`config.mk`:
```
export PLATFORM = sky130hd
export DESIGN_NAME = phy_ext_control_irq_mask
export DESIGN_NICKNAME = d
export VERILOG_FILES = /design/src/pkg/phy_ext_control_pkg.sv /design/src/design/phy_ext_control_irq_mask.sv
export VERILOG_INCLUDE_DIRS = /design/src /design/src/pkg
export SDC_FILE = /design/constraint.sdc
export NUM_CORES = 1
export LEC_CHECK = 0
export BUFFER_PORTS_ARGS = -buffer_cell sky130_fd_sc_hd__buf_2
export CAP_MARGIN = 0
export CORE_ASPECT_RATIO = 0.75
export CORE_UTILIZATION = 42
export DETAILED_ROUTE_END_ITERATION = 6
export PLACE_DENSITY = 0.8
export REMOVE_ABC_BUFFERS = 1
export SYNTH_ARGS = -nofsm -noshare
export SYNTH_HDL_FRONTEND = slang
export SYNTH_SLANG_ARGS = --single-unit
```
`constraint.sdc`:
```
create_clock -name pclk -period 3.15 [get_ports pclk]
set_input_delay 0.315 -clock pclk [delete_from_list [all_inputs] [get_ports pclk]]
set_output_delay 0.315 -clock pclk [all_outputs]
set_load 0.02 [all_outputs]
```
`src/pkg/phy_ext_control_params.svh`:
```
// Register indices, field positions, reset values and frame limits of the extended control bank
`ifndef PHY_EXT_CONTROL_PARAMS_SVH
`define PHY_EXT_CONTROL_PARAMS_SVH
// Register indices; byte address is four times the index
`define IDX_BASIC_CONTROL 6'h00
`define IDX_EXT_CTRL_STATUS 6'h16
`define IDX_EXT_CONTROL_ONE 6'h17
`define IDX_EXT_CONTROL_TWO 6'h18
`define IDX_INTERRUPT_MASK 6'h19
`define IDX_INTERRUPT_STATUS 6'h1A
// Field positions
`define SOFT_RESET_BIT 15
`define STICKY_EN_BIT 9
`define MODE_MSB 13
`define MODE_LSB 8
`define OVERRIDE_MSB 7
`define OVERRIDE_LSB 6
`define FAR_LOOP_BIT 3
`define EDGE_MSB 15
`define EDGE_LSB 13
`define REDUCED_PWR_BIT 12
`define JUMBO_MSB 5
`define JUMBO_LSB 4
`define CONN_LOOP_BIT 0
`define PIN_EN_BIT 15
// Implemented event sources; bit 6 is reserved
`define EVT_IMPL_MASK 15'h7FBF
// Reset values
`define STICKY_EN_RST 1'h1
`define MODE_RST 6'h00
`define OVERRIDE_RST 2'h0
`define EDGE_RST 3'h0
`define JUMBO_RST 2'h0
`define MASK_RST 16'h0000
`define STATUS_RST 15'h0000
// Frame limits in bytes, sized for a reference clock within this ppm of the controller
`define REF_CLOCK_PPM 100
`define FRAME_STD_BYTES 16'h0600
`define FRAME_9K_BYTES 16'h2400
`define FRAME_12K_BYTES 16'h3000
`endif

```
`src/pkg/phy_ext_control_pkg.sv`:
```
// Types shared by the extended control register bank
package phy_ext_control_pkg;
    typedef enum logic [1:0] {MEDIA_AUTO = 2'h0, MEDIA_SERIAL = 2'h1, MEDIA_COPPER = 2'h2,
                              MEDIA_RSVD = 2'h3} media_override_t;
    typedef enum logic [1:0] {FRAME_STD = 2'h0, FRAME_9K = 2'h1, FRAME_12K = 2'h2,
                              FRAME_RSVD = 2'h3} jumbo_mode_t;
    // Edge rate codes, slowest first
    typedef enum logic [2:0] {EDGE_P5 = 3'h3, EDGE_P4 = 3'h2, EDGE_P3 = 3'h1, EDGE_P2 = 3'h0,
                              EDGE_P1 = 3'h7, EDGE_NOM = 3'h6, EDGE_M1 = 3'h5, EDGE_M2 = 3'h4} edge_rate_t;
    typedef enum logic [1:0] {ACC_IDLE = 2'b01, ACC_READY = 2'b10} acc_state_t;
endpackage : phy_ext_control_pkg

```
`src/design/phy_ext_control_irq_mask.sv`:
```
// APB register bank: extended control, interrupt mask and status, interrupt pin enable
`include "phy_ext_control_params.svh"

// Behaviour
// - Override field: auto, serial only, copper only
// - Mode bits apply only at software reset
// - Mode bits read back the mode in force
// - Edge rate three-bit code, reset zero, sticky
// - Long-frame field: standard, 9 kB, 12 kB
// - Default limits assume 100 ppm reference
// - Mask bits 14-12: speed, link, duplex
// - Mask bits 11-7: negotiation, detect, symbol, failure
// - Mask bits 5-0: remaining event sources
// - Mask bits read/write, sticky, reset zero
// - Pin enable lets pin follow pending bit
// - Pin enable clear only blocks the pin
// - Events recorded regardless of pin enable
// - Sticky bits survive software reset when enabled
// - Status clears on read; aggregate shows pending
module phy_ext_control_irq_mask
    import phy_ext_control_pkg::*;
#(
    parameter int ADDR_W = 12
) (
    input wire logic pclk,
    input wire logic presetn,
    input wire logic psel,
    input wire logic penable,
    input wire logic pwrite,
    input wire logic [ADDR_W-1:0] paddr,
    input wire logic [31:0] pwdata,
    output logic [31:0] prdata,
    output logic pready,
    output logic pslverr,
    input wire logic [14:0] event_pulse,
    output logic [1:0] media_select_override,
    output logic far_end_loopback,
    output logic [5:0] operating_mode,
    output logic [2:0] tx_edge_rate_setting,
    output logic reduced_power_mode,
    output logic [1:0] jumbo_mode,
    output logic [15:0] max_frame_bytes,
    output logic connector_loopback,
    output logic soft_reset_pulse,
    output logic irq_pending,
    output logic interrupt_request_pin_out,
    output logic interrupt_request_pin_oe
);
    acc_state_t acc_reg, acc_next;
    logic [31:0] prdata_reg, prdata_next;
    logic err_reg, err_next;
    logic sticky_en_reg, sticky_en_next;
    logic [5:0] mode_pend_reg, mode_pend_next;
    logic [5:0] mode_act_reg, mode_act_next;
    logic [1:0] override_reg, override_next;
    logic far_loop_reg, far_loop_next;
    logic [2:0] edge_reg, edge_next;
    logic red_pwr_reg, red_pwr_next;
    logic [1:0] jumbo_reg, jumbo_next;
    logic [15:0] frame_reg, frame_next;
    logic conn_loop_reg, conn_loop_next;
    logic [15:0] mask_reg, mask_next;
    logic [14:0] status_reg, status_next;
    logic swrst_reg, swrst_next;
    logic oe_reg, oe_next;
    logic [5:0] idx;
    logic hit;
    logic done;
    logic wr;
    logic swrst;
    logic pending;
    logic [14:0] evt_set;
    logic [31:0] rd_word;

    assign idx = paddr[7:2];
    assign done = psel && penable && (acc_reg == ACC_READY);
    assign wr = done && pwrite && hit;
    assign swrst = wr && (idx == `IDX_BASIC_CONTROL) && pwdata[`SOFT_RESET_BIT];
    // Only masked-in sources are latched, independent of the pin enable
    assign evt_set = event_pulse & mask_reg[14:0] & `EVT_IMPL_MASK;
    assign pending = |(status_reg & mask_reg[14:0]);

    // Stray low or upper address bits miss every register and raise pslverr
    always_comb begin
        hit = 1'b0;
        if ((paddr[1:0] == 2'h0) && (paddr[ADDR_W-1:8] == '0)) begin
            case (idx)
                `IDX_BASIC_CONTROL, `IDX_EXT_CTRL_STATUS, `IDX_EXT_CONTROL_ONE,
                `IDX_EXT_CONTROL_TWO, `IDX_INTERRUPT_MASK, `IDX_INTERRUPT_STATUS: hit = 1'b1;
                default: hit = 1'b0;
            endcase
        end
    end

    always_comb begin
        rd_word = 32'h0000_0000;
        case (idx)
            `IDX_EXT_CTRL_STATUS: rd_word[`STICKY_EN_BIT] = sticky_en_reg;
            `IDX_EXT_CONTROL_ONE: begin
                rd_word[`MODE_MSB:`MODE_LSB] = mode_act_reg;
                rd_word[`OVERRIDE_MSB:`OVERRIDE_LSB] = override_reg;
                rd_word[`FAR_LOOP_BIT] = far_loop_reg;
            end
            `IDX_EXT_CONTROL_TWO: begin
                rd_word[`EDGE_MSB:`EDGE_LSB] = edge_reg;
                rd_word[`REDUCED_PWR_BIT] = red_pwr_reg;
                rd_word[`JUMBO_MSB:`JUMBO_LSB] = jumbo_reg;
                rd_word[`CONN_LOOP_BIT] = conn_loop_reg;
            end
            `IDX_INTERRUPT_MASK: rd_word[15:0] = mask_reg;
            `IDX_INTERRUPT_STATUS: rd_word[15:0] = {pending, status_reg};
            default: rd_word = 32'h0000_0000;
        endcase
    end

    // One wait state so that read data comes from a flip-flop
    // Costs a cycle per transfer but keeps prdata free of decode glitches
    always_comb begin
        acc_next = acc_reg;
        prdata_next = prdata_reg;
        err_next = err_reg;
        case (acc_reg)
            ACC_IDLE: begin
                if (psel && penable) begin
                    acc_next = ACC_READY;
                    prdata_next = hit ? rd_word : 32'h0000_0000;
                    err_next = !hit;
                end
            end
            ACC_READY: acc_next = ACC_IDLE;
            default: acc_next = ACC_IDLE;
        endcase
    end

    always_comb begin
        sticky_en_next = sticky_en_reg;
        mode_pend_next = mode_pend_reg;
        mode_act_next = mode_act_reg;
        override_next = override_reg;
        far_loop_next = far_loop_reg;
        edge_next = edge_reg;
        red_pwr_next = red_pwr_reg;
        jumbo_next = jumbo_reg;
        conn_loop_next = conn_loop_reg;
        mask_next = mask_reg;
        swrst_next = swrst;
        if (swrst) begin
            mode_act_next = mode_pend_reg;
            override_next = `OVERRIDE_RST;
            far_loop_next = 1'b0;
            conn_loop_next = 1'b0;
            if (!sticky_en_reg) begin
                edge_next = `EDGE_RST;
                red_pwr_next = 1'b0;
                jumbo_next = `JUMBO_RST;
                mask_next = `MASK_RST;
            end
        end else if (wr) begin
            case (idx)
                `IDX_EXT_CTRL_STATUS: sticky_en_next = pwdata[`STICKY_EN_BIT];
                `IDX_EXT_CONTROL_ONE: begin
                    // Held as pending until the next software reset
                    mode_pend_next = pwdata[`MODE_MSB:`MODE_LSB];
                    if (pwdata[`OVERRIDE_MSB:`OVERRIDE_LSB] != MEDIA_RSVD) begin
                        override_next = pwdata[`OVERRIDE_MSB:`OVERRIDE_LSB];
                    end
                    far_loop_next = pwdata[`FAR_LOOP_BIT];
                end
                `IDX_EXT_CONTROL_TWO: begin
                    edge_next = pwdata[`EDGE_MSB:`EDGE_LSB];
                    red_pwr_next = pwdata[`REDUCED_PWR_BIT];
                    if (pwdata[`JUMBO_MSB:`JUMBO_LSB] != FRAME_RSVD) begin
                        jumbo_next = pwdata[`JUMBO_MSB:`JUMBO_LSB];
                    end
                    conn_loop_next = pwdata[`CONN_LOOP_BIT];
                end
                `IDX_INTERRUPT_MASK: mask_next = pwdata[15:0];
                default: mask_next = mask_reg;
            endcase
        end
    end

    always_comb begin
        case (jumbo_next)
            FRAME_9K: frame_next = `FRAME_9K_BYTES;
            FRAME_12K: frame_next = `FRAME_12K_BYTES;
            default: frame_next = `FRAME_STD_BYTES;
        endcase
    end

    // A read clears only the bits it reported; a new event in the same cycle wins
    // Unmasked sources are dropped, so a later mask set never raises a stale request
    always_comb begin
        status_next = status_reg;
        if (done && !pwrite && hit && (idx == `IDX_INTERRUPT_STATUS)) begin
            status_next = status_reg & ~prdata_reg[14:0];
        end
        status_next = status_next | evt_set;
        oe_next = mask_next[`PIN_EN_BIT] && (|(status_next & mask_next[14:0]));
    end

    always_ff @(posedge pclk or negedge presetn) begin
        if (!presetn) begin
            acc_reg <= ACC_IDLE;
            prdata_reg <= 32'h0000_0000;
            err_reg <= 1'b0;
            sticky_en_reg <= `STICKY_EN_RST;
            mode_pend_reg <= `MODE_RST;
            mode_act_reg <= `MODE_RST;
            override_reg <= `OVERRIDE_RST;
            far_loop_reg <= 1'b0;
            edge_reg <= `EDGE_RST;
            red_pwr_reg <= 1'b0;
            jumbo_reg <= `JUMBO_RST;
            frame_reg <= `FRAME_STD_BYTES;
            conn_loop_reg <= 1'b0;
            mask_reg <= `MASK_RST;
            status_reg <= `STATUS_RST;
            swrst_reg <= 1'b0;
            oe_reg <= 1'b0;
        end else begin
            acc_reg <= acc_next;
            prdata_reg <= prdata_next;
            err_reg <= err_next;
            sticky_en_reg <= sticky_en_next;
            mode_pend_reg <= mode_pend_next;
            mode_act_reg <= mode_act_next;
            override_reg <= override_next;
            far_loop_reg <= far_loop_next;
            edge_reg <= edge_next;
            red_pwr_reg <= red_pwr_next;
            jumbo_reg <= jumbo_next;
            frame_reg <= frame_next;
            conn_loop_reg <= conn_loop_next;
            mask_reg <= mask_next;
            status_reg <= status_next;
            swrst_reg <= swrst_next;
            oe_reg <= oe_next;
        end
    end

    assign pready = (acc_reg == ACC_READY);
    assign prdata = prdata_reg;
    assign pslverr = pready && err_reg;
    assign media_select_override = override_reg;
    assign far_end_loopback = far_loop_reg;
    assign operating_mode = mode_act_reg;
    assign tx_edge_rate_setting = edge_reg;
    assign reduced_power_mode = red_pwr_reg;
    assign jumbo_mode = jumbo_reg;
    assign max_frame_bytes = frame_reg;
    assign connector_loopback = conn_loop_reg;
    assign soft_reset_pulse = swrst_reg;
    assign irq_pending = pending;
    // Open-drain, active low: the pin is pulled low only while enabled
    assign interrupt_request_pin_out = 1'b0;
    assign interrupt_request_pin_oe = oe_reg;

    AST_OVERRIDE_NEVER_RSVD: assert property (@(posedge pclk) disable iff (!presetn)
        media_select_override != MEDIA_RSVD) else $error("override holds reserved code");
    AST_MODE_ONLY_ON_SWRST: assert property (@(posedge pclk) disable iff (!presetn)
        (operating_mode != $past(operating_mode)) |-> $past(swrst)) else $error("mode changed without reset");
    AST_MODE_READBACK: assert property (@(posedge pclk) disable iff (!presetn)
        (pready && !pwrite && hit && idx == `IDX_EXT_CONTROL_ONE) |-> prdata[13:8] == operating_mode)
        else $error("mode readback not in force");
    AST_EDGE_SWRST_DEFAULT: assert property (@(posedge pclk) disable iff (!presetn)
        (swrst && !sticky_en_reg) |=> tx_edge_rate_setting == 3'h0) else $error("edge rate not defaulted");
    AST_FRAME_LIMIT: assert property (@(posedge pclk) disable iff (!presetn)
        (jumbo_mode == FRAME_9K) |-> max_frame_bytes == `FRAME_9K_BYTES) else $error("frame limit wrong");
    AST_STICKY_KEEP: assert property (@(posedge pclk) disable iff (!presetn)
        (swrst && sticky_en_reg) |=> $stable(mask_reg) && $stable(jumbo_mode)) else $error("sticky bit lost");
    AST_PIN_FOLLOWS: assert property (@(posedge pclk) disable iff (!presetn)
        interrupt_request_pin_oe == (mask_reg[15] && irq_pending)) else $error("pin not following pending");
    AST_PIN_BLOCKED: assert property (@(posedge pclk) disable iff (!presetn)
        (!mask_next[15] && |evt_set) |=> !interrupt_request_pin_oe
        && ((status_reg & $past(evt_set)) == $past(evt_set))) else $error("pin disable affected recording");
    AST_EVENT_RECORDED: assert property (@(posedge pclk) disable iff (!presetn)
        (event_pulse[14] && mask_reg[14]) |=> status_reg[14] ##1 status_reg[14] || $past(done))
        else $error("event not recorded");
    AST_CLEAR_ON_READ: assert property (@(posedge pclk) disable iff (!presetn)
        (done && !pwrite && hit && idx == `IDX_INTERRUPT_STATUS && event_pulse == 15'h0000)
        |=> (status_reg & $past(prdata_reg[14:0])) == 15'h0000) else $error("status not cleared on read");

    // Soft reset, field and latching guards
    AST_MASK_SWRST_DEFAULT: assert property (@(posedge pclk) disable iff (!presetn)
        (swrst && !sticky_en_reg) |=> mask_reg == 16'h0000) else $error("mask not defaulted");
    AST_MODE_TAKES_PENDING: assert property (@(posedge pclk) disable iff (!presetn)
        swrst |=> operating_mode == $past(mode_pend_reg)) else $error("pending mode not applied");
    AST_SOFT_PULSE: assert property (@(posedge pclk) disable iff (!presetn)
        swrst |=> soft_reset_pulse) else $error("soft reset pulse missing");
    AST_STICKY_EN_KEEP: assert property (@(posedge pclk) disable iff (!presetn)
        swrst |=> $stable(sticky_en_reg)) else $error("sticky enable changed on soft reset");
    AST_JUMBO_NEVER_RSVD: assert property (@(posedge pclk) disable iff (!presetn)
        jumbo_mode != FRAME_RSVD) else $error("long-frame field holds reserved code");
    AST_FRAME_LIMIT_12K: assert property (@(posedge pclk) disable iff (!presetn)
        (jumbo_mode == FRAME_12K) |-> max_frame_bytes == `FRAME_12K_BYTES) else $error("frame limit wrong");
    AST_RSVD_SOURCE_IGNORED: assert property (@(posedge pclk) disable iff (!presetn)
        !status_reg[6]) else $error("reserved source latched");
    AST_LATCH_MASKED_ONLY: assert property (@(posedge pclk) disable iff (!presetn)
        (status_reg & ~$past(status_reg) & ~($past(event_pulse) & $past(mask_reg[14:0]))) == 15'h0000)
        else $error("unmasked event latched");
endmodule : phy_ext_control_irq_mask

```
==> results of run 1 <==
-- layout make-up --
type,instances,area [sq um],share of cell area [%]
timing repair buffer,109,615.6,11.80
inverter,15,56.30,1.079
tap,132,165.2,3.166
sequential,79,1982,37.99
clock inverter,6,107.6,2.063
multi-input combinational,319,2051,39.31
clock buffer,10,239.0,4.581
-- report_power, final --
group	switching (mW)	leakage [nW]	internal, mW	total, mW
combinational	0.111	1.37	0.0347	0.146
clock	0.409	0.168	0.792	1.20
sequential	0.00115	1.07	1.02	1.02
-- kinds of logic after synthesis --
group / after synthesis / synth area share (%)
simple gates: 136 / 16.41
compound gates: 128 / 22.08
flops: 79 / 46.33
buf+inv: 62 / 8.511
mux: 24 / 5.996
fa+ha+maj: 2 / 0.5849
other cells: 1 / 0.08766
-- worst max-delay path: stages, from the launching register on --
cell and delay, ns:
sky130_fd_sc_hd__dfstp_2 0.37, sky130_fd_sc_hd__nand4b_1 0.21, sky130_fd_sc_hd__nor4_4 0.34, sky130_fd_sc_hd__buf_12 0.21
sky130_fd_sc_hd__a41oi_1 0.19, sky130_fd_sc_hd__or4_1 0.59, sky130_fd_sc_hd__a221o_1 0.28, sky130_fd_sc_hd__o31a_1 0.23
sky130_fd_sc_hd__o31a_1 0.31
-- metrics by stage --
stage | total power [mW] | TNS, ns | cells | cell area, sq um
3_3_place_gp | 1.177 | 0 | 654 | 4870
6_report | 2.366 | 0 | 670 | 5216
4_1_cts | 2.383 | 0 | 670 | 5216
5_1_grt | 2.441 | 0 | 670 | 5216
3_5_place_dp | 1.181 | -0.04407 | 654 | 4870
2_1_floorplan | 1.091 | -3.197 | 413 | 4075
-- layer usage --
| layer | part of all wire [%] | up-vias |
|---|---|---|
| li1 | - | 1742 |
| met1 | 42 | 1938 |
| met4 | 1.3 | 0 |
| met3 | 11 | 20 |
| met5 | 0 | - |
| met2 | 45 | 269 |
-- synth_stat cells, types with 3 or more instances --
cell                       count  area share (%)
sky130_fd_sc_hd__mux2i_1      11             2.6
sky130_fd_sc_hd__inv_1        15             1.3
sky130_fd_sc_hd__o31a_1        3            0.61
sky130_fd_sc_hd__a21oi_1       8            0.94
sky130_fd_sc_hd__a22o_1       25             5.1
sky130_fd_sc_hd__a22oi_1       9             1.6
sky130_fd_sc_hd__nor4_1        6            0.88
sky130_fd_sc_hd__o21a_1        3            0.53
sky130_fd_sc_hd__dfrtp_1      75              44
sky130_fd_sc_hd__nor3_1        5            0.58
sky130_fd_sc_hd__or2_2         3            0.44
sky130_fd_sc_hd__nor2b_1       7             1.0
sky130_fd_sc_hd__a21o_1        8             1.4
sky130_fd_sc_hd__clkbuf_1      8            0.70
sky130_fd_sc_hd__nand3_1       7            0.82
sky130_fd_sc_hd__nor2_1       15             1.3
sky130_fd_sc_hd__mux2_2       13             3.4
sky130_fd_sc_hd__a222oi_1      7             1.6
sky130_fd_sc_hd__dfstp_2       4             2.5
sky130_fd_sc_hd__nand2b_1      3            0.44
sky130_fd_sc_hd__a41oi_1       8             1.6
sky130_fd_sc_hd__and2_1        5            0.73
sky130_fd_sc_hd__o31ai_1       4            0.70
sky130_fd_sc_hd__buf_4        29             5.1
sky130_fd_sc_hd__nand4_1       3            0.44
sky130_fd_sc_hd__nand2_1      67             5.9
sky130_fd_sc_hd__a31oi_1      12             1.8
sky130_fd_sc_hd__buf_2         6            0.70
sky130_fd_sc_hd__o21ai_0      30             3.5
-- worst max path at each step --
stage,startpoint,depth (start not counted),end,slack [ns]
after floorplan,paddr[8],8,max_frame_bytes[13],-0.40
after global placement,paddr[8],11,max_frame_bytes[13],0.11
after detailed placement,paddr[8],11,max_frame_bytes[13],-0.04
after CTS,acc_reg[0],8,interrupt_request_pin_oe,0.32
after global routing,paddr[8],11,max_frame_bytes[13],0.11
final,acc_reg[0],8,interrupt_request_pin_oe,0.28
==> metrics.txt, run 1 <==
antenna diode count=0; setup slack at placement=-0.03738 ns; result of the run=finished, final reports clean; die area=between 10000 and 15000 sq um; total overflow reported by the global router=0; Chip Width=between 100 and 150 um; required time of the worst setup path=3.36 ns; total I/O pin count=134; slew at the pin closest to its max-slew limit=a little under 1 ns; Crit Path Class=reg2reg; y dimension of the die=~89 um; register-to-register setup slack=~0.28 ns; r2r worst-path depth=8; Slew Limit Headroom=between 30 and 40%; leading register cell type out of synthesis=sky130_fd_sc_hd__dfrtp_1; share of the clock period used by the worst path=approximately 90%; clock-pin slew on the worst setup and hold paths=approximately 0.06 ns; max-slew violation count=0; reg-to-reg critical path startpoint=acc_reg[0]; cts repair resizes=0; global-route wire length before repair=20.62 mm; number of library cell types mapped by synthesis=54; number of input and output port buffers inserted=87; number of buffers on the longest clock path=2; cell leakage power=about 2.6 nW; total of warnings raised by yosys=0; post-synthesis sequential element count=between 70 and 80; Max Clock Skew=between 0.006 and 0.007 ns; router iterations before antenna repair=5; fill count=approximately 900; per-cell via count in the routed design=~5.9; Net count, final=599; share of the yosys chip area belonging to registers=around 46%; global routing usage on met3=between 7 and 8%; Setup Buffers After CTS=0; total power per unit cell area=roughly 450 nW/um^2; number of cells produced by synthesis=between 400 and 500; count of flip-flops with a built-in enable after synthesis=0; Post-Syn Area per Cell=9.902 sq um; worst flop-to-flop path endpoint=interrupt_request_pin_oe; Min Hold Slack=0.1336 ns; Worst VDD drop=between 300 and 400 uV; fraction of final layout cells with drive strength greater than 1=~29%; post-layout worst setup margin=0.2823 ns; per-cell routed wire length=a little under 20 um; Iter 0 DRT Violations=400; Global Route met2 Usage=41.63%; most common cell after layout, fill and taps aside=sky130_fd_sc_hd__buf_2; DP HPWL=9.602 mm; FFs w/ async S/R, synth=between 90% and 100%; number of placement rows=31; placer's final routability congestion estimate=between 0.9 and 1; startpoint class of the critical path=flip-flop; overall via count from detail_route=between 3000 and 4000; highest-count cells in the layout ignoring fill and taps=sky130_fd_sc_hd__buf_2 (86), sky130_fd_sc_hd__dfrtp_1 (75), sky130_fd_sc_hd__nand2_1 (67); H-tree levels=3; achievable clock frequency=roughly 350 MHz; number of DRC violations after detailed routing=0; routing usage on met1=between 30% and 40%; maximum number of pins on one net before global-route repair=80; number of hold buffers added after CTS=0; synthesized cell area=between 4000 and 5000 sq um; RSZ-0062 raised after global routing=false; residual antenna-violating net count after detailed routing=0; largest driver fanout on the critical path=22; vias in the first global route=3834; Inserted Clock Buffers=9; hold violation count in the final report=0; Area growth, synth to finish=21.94%; final core utilization=between 50% and 60%; cell at the root of the clock tree=sky130_fd_sc_hd__clkbuf_16; CORE AREA=around 10000 sq um; CP endpoint kind=flip-flop; number of antenna violations at the first check in global routing=0; fin crit period=around 2.9 ns; TritonCTS clock tree=done; worst hold path class=in2async; arrival time reported for the critical path endpoint=a little over 3 ns; sinks on the clock net=between 70 and 80; Setup violations, final=0; insertion delay of the later-clocked pin in the worst-skew pair=about 0.34 ns; All-Layer GR Usage=a little over a quarter; initial core utilization=~44%; Top Usage Layer GRT=met2; max_cap viols=0; total wire length after detailed routing=13.20 mm
(Power assumes the default switching activity.)
==> inputs of run 2 (changes only) <==
PLACE_DENSITY = 0.68   (was 0.8)
==> run 2 against run 1 <==
  * Wire length fell by 2.9%
  * First-iteration DRC count rose by 18%
  * Clock skew rose by 0.00052 ns
  * Sequential share of layout area rose by 0.23 points
  * Register-to-register slack improved by 0.08 ns
  * Via count fell by 1.7%
  * Hold slack improved by 0.024 ns
  * Combinational power barely moved
  * Design area fell by 0.60%
  * Largest cell class unchanged
==> metrics.txt, run 2 (synthesized netlist as in run 1, its figures left out) <==
result of the run=finished, final reports clean; fin crit period=~2.8 ns; most common cell after layout, fill and taps aside=sky130_fd_sc_hd__buf_2; Crit Path Class=reg2reg; per-cell via count in the routed design=approximately 5.8; number of placement rows=31; placer's final routability congestion estimate=just under 0.9; global-route wire length before repair=20.19 mm; RSZ-0062 raised after global routing=false; worst hold path class=in2async; most prevalent standard cell on the critical path=sky130_fd_sc_hd__o31a_1; CORE AREA=about 9800 sq um; DP HPWL=between 9 and 10 mm; total wire length after detailed routing=approximately 13 mm; highest-count cells in the layout ignoring fill and taps=sky130_fd_sc_hd__buf_2 (86), sky130_fd_sc_hd__dfrtp_1 (75), sky130_fd_sc_hd__nand2_1 (67); hold violation count in the final report=0; initial core utilization=43.77%; per-cell routed wire length=19.13 um; Net count, final=approximately 600; overall via count from detail_route=3903; delay-heaviest family, CP=simple AND/OR/NAND/NOR gates; cts repair resizes=0; max-slew violation count=0; Slew Limit Headroom=about a third; number of hold buffers added after CTS=0; All-Layer GR Usage=between 20% and 30%; fraction of final layout cells with drive strength greater than 1=between 20% and 30%; largest driver fanout on the critical path=22; startpoint class of the critical path=flip-flop; cell leakage power=about 2.6 nW; overall power after layout=2.235 mW; cell with the largest stage delay on the worst path=sky130_fd_sc_hd__or4_1; Iter 0 DRT Violations=between 400 and 500; Setup Buffers After CTS=0; antenna diode count=0; maximum number of pins on one net before global-route repair=80; vias in the first global route=around 3800; total I/O pin count=between 100 and 150; cell at the root of the clock tree=sky130_fd_sc_hd__clkbuf_16; Chip Width=around 120 um; Setup violations, final=0; H-tree levels=3; clock-pin slew on the worst setup and hold paths=about 0.060 ns; crit path cell chain=nand4b_1 -> nor4_4 -> buf_12 -> a41oi_1 -> or4_1 -> a221o_1 -> o31a_1 -> o31a_1; CP endpoint kind=flip-flop; number of antenna violations at the first check in global routing=0; slew at the pin closest to its max-slew limit=1.021 ns; number of buffers and inverters on the critical path=1; required time of the worst setup path=3.37 ns; fill count=910; sinks on the clock net=roughly 80; achievable clock frequency=around 360 MHz; die area=roughly 11000 sq um; Max Clock Skew=slightly below 0.007 ns; arrival time reported for the critical path endpoint=3.01 ns; number of buffers on the longest clock path=2; delay of the slowest critical-path stage=about 0.56 ns; total overflow reported by the global router=0; insertion delay of the later-clocked pin in the worst-skew pair=roughly 0.34 ns; number of input and output port buffers inserted=87; TritonCTS clock tree=done; y dimension of the die=between 80 and 90 um; Area growth, synth to finish=21.20%; Worst VDD drop=299.5 uV; router iterations before antenna repair=5; residual antenna-violating net count after detailed routing=0; max_cap viols=0; Inserted Clock Buffers=9; Setup TNS Final=0 ns; Min Hold Slack=around 0.16 ns; total power per unit cell area=approximately 430 nW/um^2; share of the clock period used by the worst path=88.41%; number of DRC violations after detailed routing=0
-- run 2: changes by cell type in the layout (fill, tap and decap cells not counted) --
cell,change
sky130_fd_sc_hd__buf_4,-1
sky130_fd_sc_hd__clkinv_2,-1
sky130_fd_sc_hd__bufinv_16,-2
sky130_fd_sc_hd__buf_12,+1
sky130_fd_sc_hd__clkbuf_1,+2
sky130_fd_sc_hd__clkbuf_8,+1
-- run 2: path summary, 6_finish.rpt --
| check | from | to | slack (ns) | cells past startpoint |
|---|---|---|---|---|
| max | acc_reg[0] | interrupt_request_pin_oe | 0.37 | 8 |
| min | presetn | prdata[12] | 0.16 | 1 |
| max reg2reg | acc_reg[0] | interrupt_request_pin_oe | 0.37 | 8 |
| min reg2reg | prdata[15] | prdata[15] | 0.50 | 2 |
| max in group asynchronous | presetn | interrupt_request_pin_oe | 2.34 | 1 |
| min in group pclk | event_pulse[1] | status_reg[1] | 0.21 | 3 |
-- run 2: where the power goes --
group / leakage [nW] / internal [mW] / switching [mW] / total (mW)
Clock: 0.146 / 0.656 / 0.414 / 1.07
Combinational: 1.37 / 0.0355 / 0.111 / 0.146
Sequential: 1.07 / 1.02 / 0.00106 / 1.02
Total: 2.59 / 1.71 / 0.525 / 2.23
-- run 2: cell type report --
type                       instances  area, sq um  area share, %
sequential                        79         1982          38.22
clock inverter                     3        42.54         0.8205
multi-input combinational        319         2051          39.55
clock buffer                      13        260.3          5.019
inverter                          15        56.30          1.086
timing repair buffer             109        628.1          12.11
tap                              132        165.2          3.185
-- run 2: per-layer routing --
metal | global-route usage [%] | part of all wire [%] | vias up | routed length, um
li1 | - | - | 1743 | -
met1 | 34.21 | 44 | 1909 | 5634
met2 | 39.13 | 43 | 227 | 5522
met3 | 9.311 | 11 | 24 | 1446
met4 | 8.285 | 1.6 | 0 | 211
met5 | 0 | 0 | - | 0
-- run 2: worst reg2reg max path: stages, from the launching register on --
cell and delay, ns:
sky130_fd_sc_hd__dfstp_2 0.37, sky130_fd_sc_hd__nand4b_1 0.21, sky130_fd_sc_hd__nor4_4 0.33, sky130_fd_sc_hd__buf_12 0.21
sky130_fd_sc_hd__a41oi_1 0.18, sky130_fd_sc_hd__or4_1 0.57, sky130_fd_sc_hd__a221o_1 0.28, sky130_fd_sc_hd__o31a_1 0.24
sky130_fd_sc_hd__o31a_1 0.29
-- run 2: through the flow --
stage | setup WS, ns | instance area [sq um] | cells | utilization, %
after floorplan | -0.3969 | 4075 | 413 | -
after global placement | 0.09609 | 4882 | 654 | 49.95
after detailed placement | 0.06301 | 4882 | 654 | 49.95
after CTS | 0.3804 | 5185 | 670 | 53.05
after global routing | 0.2117 | 5185 | 670 | 53.05
final | 0.3651 | 5185 | 670 | 53.05
